[config.mk]
export PLATFORM = sky130hd
export DESIGN_NAME = odtc_controller_flat
export DESIGN_NICKNAME = d
export VERILOG_FILES = /design/src/odtc_pkg.sv /design/src/odtc_link_if.sv /design/src/odtc_controller.sv /design/src/flat_wrapper.sv
export SDC_FILE = /design/constraint.sdc
export NUM_CORES = 1
export LEC_CHECK = 0
export BUFFER_PORTS_ARGS = -buffer_cell sky130_fd_sc_hd__buf_2
export CORE_MARGIN = 2
export CORE_UTILIZATION = 32
export DETAILED_ROUTE_END_ITERATION = 6
export PLACE_DENSITY = 0.52
export SLEW_MARGIN = 20
export SYNTH_ARGS = -nofsm -noshare
export SYNTH_HDL_FRONTEND = slang
export SYNTH_SLANG_ARGS = --single-unit
[constraint.sdc]
create_clock -name sys_clk -period 2.5 [get_ports sys_clk]
set_clock_uncertainty 0.2 [all_clocks]
set_input_delay 0.625 -clock sys_clk [delete_from_list [all_inputs] [get_ports sys_clk]]
set_output_delay 0.625 -clock sys_clk [all_outputs]
set_load 0.005 [all_outputs]
[src/odtc_pkg.sv]
/*
 package for the odt control pair: termination codes, link timing counts and
 mode register field positions. assumes a single 10 mhz system clock.
*/
package odtc_pkg;
	localparam int ODTC_CLK_NS = 100;
	// mode register field positions
	localparam int ODTC_MR1_DLL_EN_BIT = 0;
	localparam int ODTC_MR5_BUF_DIS_BIT = 5;
	localparam logic [2:0] ODTC_WR_TERM_OFF = 3'h0;
	// termination select codes
	typedef enum logic [1:0] {
		ODTC_TERM_PARK = 2'h0,
		ODTC_TERM_NOM = 2'h1,
		ODTC_TERM_WR = 2'h2
	} odtc_term_t;
	// timing figures in cycles of the link
	localparam int ODTC_TDODTOFF_CYC = 7;
	localparam int ODTC_TCPDED_CYC = 4;
	localparam int ODTC_TXP_CYC = 6;
	localparam int ODTC_WL_CYC = 9;
	localparam int ODTC_TANPD_CYC = ODTC_WL_CYC - 1;
	// refresh interval in extended and normal temperature
	localparam int ODTC_TREFI_EXT_NS = 3900;
	localparam int ODTC_TREFI_NORM_NS = 7800;
	localparam int ODTC_TREFI_EXT_CYC = ODTC_TREFI_EXT_NS / ODTC_CLK_NS;
	localparam int ODTC_TREFI_NORM_CYC = ODTC_TREFI_NORM_NS / ODTC_CLK_NS;
	localparam int ODTC_CNT_W = 8;
endpackage

[src/odtc_link_if.sv]
/*
 link between controller and device: odt, cke, mode bits, refresh strobe.
 odt is modelled as a pin the controller can release (float).
*/
`timescale 1ns/1ns
interface odtc_link_if;
	logic odt_o;
	logic odt_oe;
	logic cke;
	logic dll_en;
	logic buf_dis_en;
	logic [2:0] wr_term;
	logic refresh;
	modport ctrl (output odt_o, output odt_oe, output cke, output dll_en,
		output buf_dis_en, output wr_term, output refresh);
	modport dev (input odt_o, input odt_oe, input cke, input dll_en,
		input buf_dis_en, input wr_term, input refresh);
endinterface

[src/odtc_controller.sv]
/*
 controller end: drives odt and cke, sequences power-down entry and exit
 with odt hold/float windows, and issues refresh strobes.
 assumes request and config inputs are already synchronous to sys_clk.
*/
`timescale 1ns/1ns
module odtc_controller
	import odtc_pkg::*;
(
	input wire logic sys_clk,
	input wire logic rstn,
	odtc_link_if.ctrl link,
	input wire logic odt_req,
	input wire logic pd_req,
	input wire logic dll_en_cfg,
	input wire logic buf_dis_cfg,
	input wire logic ext_temp,
	input wire logic single_rate_ref,
	output logic busy
);
	typedef enum logic [2:0] {S_RUN, S_HOLD, S_ENTER, S_FLOAT, S_EXIT} odtc_cst_t;
	typedef struct packed {
		odtc_cst_t st;
		logic [ODTC_CNT_W-1:0] cnt;
		logic [ODTC_CNT_W-1:0] ref_cnt;
		logic odt;
		logic oe;
		logic cke;
		logic ref_p;
		logic busy;
	} odtc_ctl_st_t;
	odtc_ctl_st_t s_reg, s_next;
	logic [ODTC_CNT_W-1:0] ref_lim;

	// refresh doubled in extended temperature unless part is single rate
	assign ref_lim = (ext_temp && !single_rate_ref) ? ODTC_CNT_W'(ODTC_TREFI_EXT_CYC - 1)
		: ODTC_CNT_W'(ODTC_TREFI_NORM_CYC - 1);

	// power-down sequencer and refresh timer
	always_comb begin
		s_next = s_reg;
		s_next.ref_p = 1'b0;
		if (s_reg.ref_cnt >= ref_lim) begin
			s_next.ref_cnt = '0;
			s_next.ref_p = s_reg.cke;
		end else begin
			s_next.ref_cnt = s_reg.ref_cnt + 1'b1;
		end
		unique case (s_reg.st)
			S_RUN: begin
				s_next.odt = odt_req;
				s_next.oe = 1'b1;
				s_next.cke = 1'b1;
				if (pd_req) begin
					s_next.st = S_HOLD;
					s_next.cnt = ODTC_CNT_W'(ODTC_TDODTOFF_CYC + 1);
				end
			end
			S_HOLD: begin
				// odt frozen from tdodtoff+2 cycles before cke low
				if (s_reg.cnt == '0) begin
					s_next.cke = 1'b0;
					s_next.st = S_ENTER;
					s_next.cnt = ODTC_CNT_W'(ODTC_TCPDED_CYC);
				end else begin
					s_next.cnt = s_reg.cnt - 1'b1;
				end
			end
			S_ENTER: begin
				if (s_reg.cnt == '0) begin
					s_next.st = S_FLOAT;
					s_next.oe = ~buf_dis_cfg;
				end else begin
					s_next.cnt = s_reg.cnt - 1'b1;
				end
			end
			S_FLOAT: begin
				if (!pd_req) begin
					// re-drive odt low together with cke high
					s_next.cke = 1'b1;
					s_next.oe = 1'b1;
					s_next.odt = 1'b0;
					s_next.st = S_EXIT;
					s_next.cnt = ODTC_CNT_W'(ODTC_TXP_CYC);
				end
			end
			S_EXIT: begin
				if (s_reg.cnt == '0) begin
					s_next.st = S_RUN;
				end else begin
					s_next.cnt = s_reg.cnt - 1'b1;
				end
			end
		endcase
		s_next.busy = (s_next.st != S_RUN);
	end

	// state register
	always_ff @(posedge sys_clk or negedge rstn) begin
		if (!rstn) begin
			s_reg <= '{st: S_RUN, cnt: '0, ref_cnt: '0, odt: 1'b0, oe: 1'b1,
				cke: 1'b0, ref_p: 1'b0, busy: 1'b0};
		end else begin
			s_reg <= s_next;
		end
	end

	// mode bits: write termination cleared whenever dll is off
	assign link.dll_en = dll_en_cfg;
	assign link.buf_dis_en = buf_dis_cfg;
	assign link.wr_term = dll_en_cfg ? 3'h1 : ODTC_WR_TERM_OFF;
	assign link.odt_o = s_reg.odt;
	assign link.odt_oe = s_reg.oe;
	assign link.cke = s_reg.cke;
	assign link.refresh = s_reg.ref_p;
	assign busy = s_reg.busy;
endmodule

[src/flat_wrapper.sv]
// flat-port wrapper written by rule: the top's interface ports become plain ports
module odtc_controller_flat import odtc_pkg::*;
  (sys_clk, rstn, odt_req, pd_req, dll_en_cfg, buf_dis_cfg, ext_temp, single_rate_ref, busy, link_odt_o, link_odt_oe, link_cke, link_dll_en, link_buf_dis_en, link_wr_term, link_refresh);
  odtc_link_if link_i ();
  input wire logic sys_clk;
  input wire logic rstn;
  input wire logic odt_req;
  input wire logic pd_req;
  input wire logic dll_en_cfg;
  input wire logic buf_dis_cfg;
  input wire logic ext_temp;
  input wire logic single_rate_ref;
  output logic busy;
  output wire logic [$bits(link_i.odt_o)-1:0] link_odt_o;
  output wire logic [$bits(link_i.odt_oe)-1:0] link_odt_oe;
  output wire logic [$bits(link_i.cke)-1:0] link_cke;
  output wire logic [$bits(link_i.dll_en)-1:0] link_dll_en;
  output wire logic [$bits(link_i.buf_dis_en)-1:0] link_buf_dis_en;
  output wire logic [$bits(link_i.wr_term)-1:0] link_wr_term;
  output wire logic [$bits(link_i.refresh)-1:0] link_refresh;
  assign link_odt_o = link_i.odt_o;
  assign link_odt_oe = link_i.odt_oe;
  assign link_cke = link_i.cke;
  assign link_dll_en = link_i.dll_en;
  assign link_buf_dis_en = link_i.buf_dis_en;
  assign link_wr_term = link_i.wr_term;
  assign link_refresh = link_i.refresh;
  odtc_controller u_core (.sys_clk(sys_clk), .rstn(rstn), .link(link_i), .odt_req(odt_req), .pd_req(pd_req), .dll_en_cfg(dll_en_cfg), .buf_dis_cfg(buf_dis_cfg), .ext_temp(ext_temp), .single_rate_ref(single_rate_ref), .busy(busy));
endmodule
==> results.sh, run 1 <==
export IMPL_yosysWarnings=0
export IMPL_top_layer="met4"
export IMPL_clk_pin_slew_ps=90
export IMPL_die_h_um=73.6
export IMPL_grt_first_pass_wirelength_mm=5.79
export IMPL_status="finished, final reports clean"
export IMPL_vias=1298
export IMPL_fp_dieW_um=73.6
export IMPL_drt_first_pass_iters=4
export IMPL_drive_above_1_share=0.160
export IMPL_grt_use_total=0.137
export IMPL_syn_inst=175
export IMPL_synth_seq_cells=24
export IMPL_synth_xor_area_share=0.0395
export IMPL_slowest_stage="dfrtp_1"
export IMPL_layout_min_cycle_time_ps=2210
export IMPL_power_total_uw=2220
export IMPL_startpoint_type="flip-flop"
export IMPL_setup_viol=0
export IMPL_startpoint="u_core.s_reg[13]"
export IMPL_diodes=0
export IMPL_tightest_slew_ps=546
export IMPL_crit_path_end_kind="flip-flop"
export IMPL_die_area_mm2=0.00542
export IMPL_wl_met1_mm=1.72
export IMPL_critPathMaxFanout=11
export IMPL_routed_via_density=5.52
export IMPL_arrival_ps=2160
export IMPL_rsz0062_at_grt="no"
export IMPL_port_buffers=12
export IMPL_peakVddDrop_v=0.000506
export IMPL_holdWs_ps=128
export IMPL_synthFlopType="dfrtp_1"
export IMPL_cts_buffer_depth=2
export IMPL_path_class="flip-flop to flip-flop"
export IMPL_routed_wl_mm=3.40
export IMPL_reg2reg_from="u_core.s_reg[13]"
export IMPL_antenna_found_initial=0
export IMPL_slew_limit_headroom=0.636
export IMPL_rows=25
export IMPL_pin_count=18
export IMPL_dp_slack_ps=127
export IMPL_synth_top_family_by_area="simple AND/OR/NAND/NOR gates"
export IMPL_maxCapViolCount=0
export IMPL_wl_met2_mm=1.57
export IMPL_synth_mux_area_frac=0
export IMPL_synthAdderAreaFrac=0.0630
export IMPL_clk_latency_ps=270
export IMPL_place_hpwl_mm=2.47
export IMPL_synth_area_leaders="dfrtp_1, ha_1, nor3_1"
export IMPL_hold_class="input port to asynchronous set/reset pin"
export IMPL_setup_tns_ps=0
export IMPL_grt_overflow_total=0
export IMPL_stdcell_area_mm2=0.00170
export IMPL_setup_slack_ps=287
export IMPL_synth_compound_gate_area_share=0.200
export IMPL_placed_area_mm2=0.00163
export IMPL_timing_hold_violations_final=0
export IMPL_seq_area_frac_synth=0.388
export IMPL_synth_cell_types=52
export IMPL_grt_pass1_vias=1220
export IMPL_fmax_mhz=452
export IMPL_slew_violations=0
export IMPL_route_antenna_remaining_nets=0
export IMPL_final_period_utilization=0.885
export IMPL_syn_area_mm2=0.00155
export IMPL_cts_resized=0
export IMPL_clkSinkCount=24
export IMPL_place_congestion=0.835
export IMPL_cts_tree="built"
export IMPL_synth_edff_count=0
export IMPL_synth_avg_cell_area_um2=8.86
export IMPL_final_nets=197
export IMPL_synth_top_area_frac=0.371
export IMPL_core_area_mm2=0.00469
export IMPL_path_cells="inv_1 -> ha_1 -> nor3b_2 -> and2_4 -> inv_2 -> ha_1 -> nor3_1 -> a31oi_1 -> o21ai_0"
export IMPL_max_stage_delay_ps=430
export IMPL_cts_max_level=1
export IMPL_met3_length_um=90
export IMPL_drt_iter0_drc=68
export IMPL_syn_to_final_growth_pct=9.77
export IMPL_synth_simple_area_share=0.227
export IMPL_yosysTopAreaCell="dfrtp_1"
export IMPL_synth_common_cells="dfrtp_1, nor3_1, nand2_1, o21ai_0"
export IMPL_post_cts_buffers=0
export IMPL_drc_errors=0
export IMPL_p_leak_uw=0.000726
export IMPL_cts_root_buf="clkbuf_8"
export IMPL_synthArstFlopShare=1.00
export IMPL_cts_buffers=3
export IMPL_worstPathRequired_ps=2450
export IMPL_yosys_cell_count_top_type="dfrtp_1"
export IMPL_pwr_density_cell_mw_per_mm2=1310
export IMPL_holdBufCountCts=0
export IMPL_initial_core_util=0.330
export IMPL_largest_reg_flops=19
export IMPL_critPathMostFrequentCell="ha_1"
export IMPL_wl_per_cell_um=14.5
export IMPL_grt_start_max_net_pins=25
-- where the power goes --
group          switching (µW)  internal [µW]  total, µW
logic                     616            488       1100
registers                 236            538        774
clock network             133            214        347
total                     984           1240       2220
-- area by class of cell --
type / instances / area, µm²
flip-flops and latches: 24 / 602
inverters: 10 / 37.5
well taps: 54 / 67.6
clock buffers: 3 / 41.3
repair buffers: 16 / 90.1
clock inverters: 1 / 30.0
fillers: 499 / 2990
multi-input cells: 127 / 833
-- layout by cell type (no fill, tap or decap), drive strengths merged, types with 4 or more instances in the layout --
cell | Yosys | layout
dfrtp | 23 | 23
nor3 | 16 | 16
buf | 11 | 16
nand2 | 13 | 13
o21ai | 13 | 13
inv | 10 | 10
a31oi | 9 | 9
nand3 | 7 | 7
ha | 7 | 7
a21oi | 6 | 6
nor2 | 6 | 6
xor2 | 4 | 4
-- routing by layer --
layer / GRT usage / vias up
met3: 0.0302 / 2
met4: 0.0303 / 0
li1: - / 644
met1: 0.199 / 633
met5: 0 / -
met2: 0.209 / 19
-- logic make-up (layout without fill, tap and decap cells) --
kind of cell / after synthesis / count (layout)
AO/OA/AOI/OAI: 47 / 47
other: 1 / 2
adder cells (fa/ha/maj): 8 / 8
buffers and inverters: 25 / 30
AND/OR/NAND/NOR: 63 / 63
XOR/XNOR: 7 / 7
flip-flops: 24 / 24
-- critical path: cells and delay by family, from the launching register on --
family,cells,cell delay (ps)
adder cells (fa/ha/maj),2,480
flip-flops,1,430
AO/OA/AOI/OAI,2,260
AND/OR/NAND/NOR,3,470
buffers and inverters,2,250
-- through the flow --
step | utilization | instances
3_3_place_gp | 0.346 | 231
4_1_cts | 0.362 | 235
3_5_place_dp | 0.346 | 231
6_report | 0.363 | 235
2_1_floorplan | - | 176
5_1_grt | 0.363 | 235
-- final timing paths --
| check | endpoint | slack [ps] | cells after the start |
|---|---|---|---|
| min in group sys_clk | u_core.s_reg[20] | 340 | 1 |
| worst max-delay path | u_core.s_reg[13] | 290 | 9 |
| worst min-delay path | u_core.link.odt_o | 130 | 1 |
| worst max register to register | u_core.s_reg[13] | 290 | 9 |
| max in group asynchronous | u_core.s_reg[16] | 1600 | 1 |
| worst min register to register | u_core.s_reg[20] | 340 | 1 |
(Power assumes the default switching activity.)
==> run 2: changes to the inputs <==
Settings changed: MAX_ROUTING_LAYER from default to met4.
==> run 2 against run 1 <==
  * Die area stayed put
  * Final area unchanged
  * Clock-buffer cell count unchanged
  * Global-route usage up 0.40 points
  * Fmax barely moved
  * Sequential cell count did not move
  * Worst setup slack about the same
  * Sequential share of layout area unchanged
  * Routed wire length hardly changed
  * Worst hold slack stayed put
  * Combinational power about the same
==> results.sh, run 2 (same netlist as run 1, synthesis figures left out) <==
export IMPL_final_nets=197
export IMPL_final_cell_mix="dfrtp_1, nor3_1, nand2_1, buf_2, o21ai_0"
export IMPL_path_class="flip-flop to flip-flop"
export IMPL_place_hpwl_mm=2.47
export IMPL_drive_above_1_share=0.160
export IMPL_routed_via_density=5.52
export IMPL_diodes=0
export IMPL_crit_path_end_kind="flip-flop"
export IMPL_setup_viol=0
export IMPL_grt_overflow_total=0
export IMPL_holdWs_ps=128
export IMPL_cts_resized=0
export IMPL_grt_pass1_vias=1220
export IMPL_syn_to_final_growth_pct=9.77
export IMPL_holdBufCountCts=0
export IMPL_wl_per_cell_um=14.4
export IMPL_fp_dieW_um=73.6
export IMPL_hold_class="input port to asynchronous set/reset pin"
export IMPL_routed_wl_mm=3.39
export IMPL_setup_slack_ps=287
export IMPL_place_congestion=0.848
export IMPL_initial_core_util=0.330
export IMPL_cts_tree="built"
export IMPL_met3_length_um=90
export IMPL_route_antenna_remaining_nets=0
export IMPL_dp_slack_ps=127
export IMPL_status="finished, final reports clean"
export IMPL_pwr_density_cell_mw_per_mm2=1310
export IMPL_rows=25
export IMPL_antenna_found_initial=0
export IMPL_cts_buffers=3
export IMPL_slew_violations=0
export IMPL_clk_latency_ps=270
export IMPL_peakVddDrop_v=0.000506
export IMPL_grt_first_pass_wirelength_mm=5.79
export IMPL_reg2reg_from="u_core.s_reg[13]"
export IMPL_path_cells="inv_1 -> ha_1 -> nor3b_2 -> and2_4 -> inv_2 -> ha_1 -> nor3_1 -> a31oi_1 -> o21ai_0"
export IMPL_critPathMostFrequentCell="ha_1"
export IMPL_power_total_uw=2220
export IMPL_port_buffers=12
export IMPL_startpoint_type="flip-flop"
export IMPL_wl_met1_mm=1.71
export IMPL_largest_reg_flops=19
export IMPL_arrival_ps=2160
export IMPL_worstPathRequired_ps=2450
export IMPL_rsz0062_at_grt="no"
export IMPL_drc_errors=0
export IMPL_critPathMaxFanout=11
export IMPL_clkSinkCount=24
export IMPL_fmax_mhz=452
export IMPL_reg2reg_setup_slack_ps=290
export IMPL_setup_tns_ps=0
export IMPL_ff2ff_path_depth=9
export IMPL_timing_hold_violations_final=0
export IMPL_max_stage_delay_ps=430
export IMPL_crit_buf_inv=2
export IMPL_slowest_stage="dfrtp_1"
export IMPL_wl_met2_mm=1.57
export IMPL_die_area_mm2=0.00542
export IMPL_regToRegEndpoint="u_core.s_reg[13]"
export IMPL_die_h_um=73.6
export IMPL_cts_buffer_depth=2
export IMPL_slew_limit_headroom=0.636
export IMPL_clk_pin_slew_ps=90
export IMPL_post_cts_buffers=0
export IMPL_vias=1298
export IMPL_critical_path_top_delay_family="adder cells"
export IMPL_tightest_slew_ps=546
export IMPL_mostFrequentLayoutCell="dfrtp_1"
export IMPL_maxCapViolCount=0
export IMPL_cts_max_level=1
export IMPL_top_layer="met4"
export IMPL_pin_count=18
export IMPL_core_area_mm2=0.00469
export IMPL_final_period_utilization=0.885
export IMPL_grt_start_max_net_pins=25
export IMPL_drt_iter0_drc=57
export IMPL_cts_root_buf="clkbuf_8"
export IMPL_grt_use_total=0.141
export IMPL_layout_min_cycle_time_ps=2210
export IMPL_p_leak_uw=0.000726
export IMPL_drt_first_pass_iters=4
run 2: cell counts in the layout (fill, tap and decap cells not counted):
No cell type changed its count.
run 2: metal layers:
metal,vias to the layer above,GRT usage
met3,2,0.0302
met5,-,-
met1,633,0.199
met2,19,0.209
met4,0,0.0303
li1,644,-
run 2: how the worst max path moves through the flow:
stage / end / slack, ps / startpoint / cells past startpoint
floorplan: u_core.link.refresh / 310 / ext_temp / 8
global placement: u_core.s_reg[13] / 220 / u_core.s_reg[13] / 9
detailed placement: u_core.link.refresh / 130 / ext_temp / 8
CTS: u_core.s_reg[13] / 160 / u_core.s_reg[13] / 9
global route: u_core.s_reg[13] / 150 / u_core.s_reg[13] / 9
finish: u_core.s_reg[13] / 290 / u_core.s_reg[13] / 9
run 2: layout make-up:
class / instances / area [µm²]
inverters: 10 / 37.5
multi-input cells: 127 / 833
repair buffers: 16 / 90.1
well taps: 54 / 67.6
clock inverters: 1 / 30.0
flip-flops and latches: 24 / 602
fillers: 499 / 2990
clock buffers: 3 / 41.3
run 2: metrics by stage:
step / instance area [µm²] / utilization / cells
floorplan: 1550 / - / 176
global placement: 1630 / 0.346 / 231
detailed placement: 1630 / 0.346 / 231
CTS: 1700 / 0.362 / 235
global route: 1700 / 0.363 / 235
finish: 1700 / 0.363 / 235
run 2: where the power goes:
group	total [µW]	internal, µW	switching, µW
Sequential	774	538	236
Clock	347	214	133
Combinational	1100	488	616
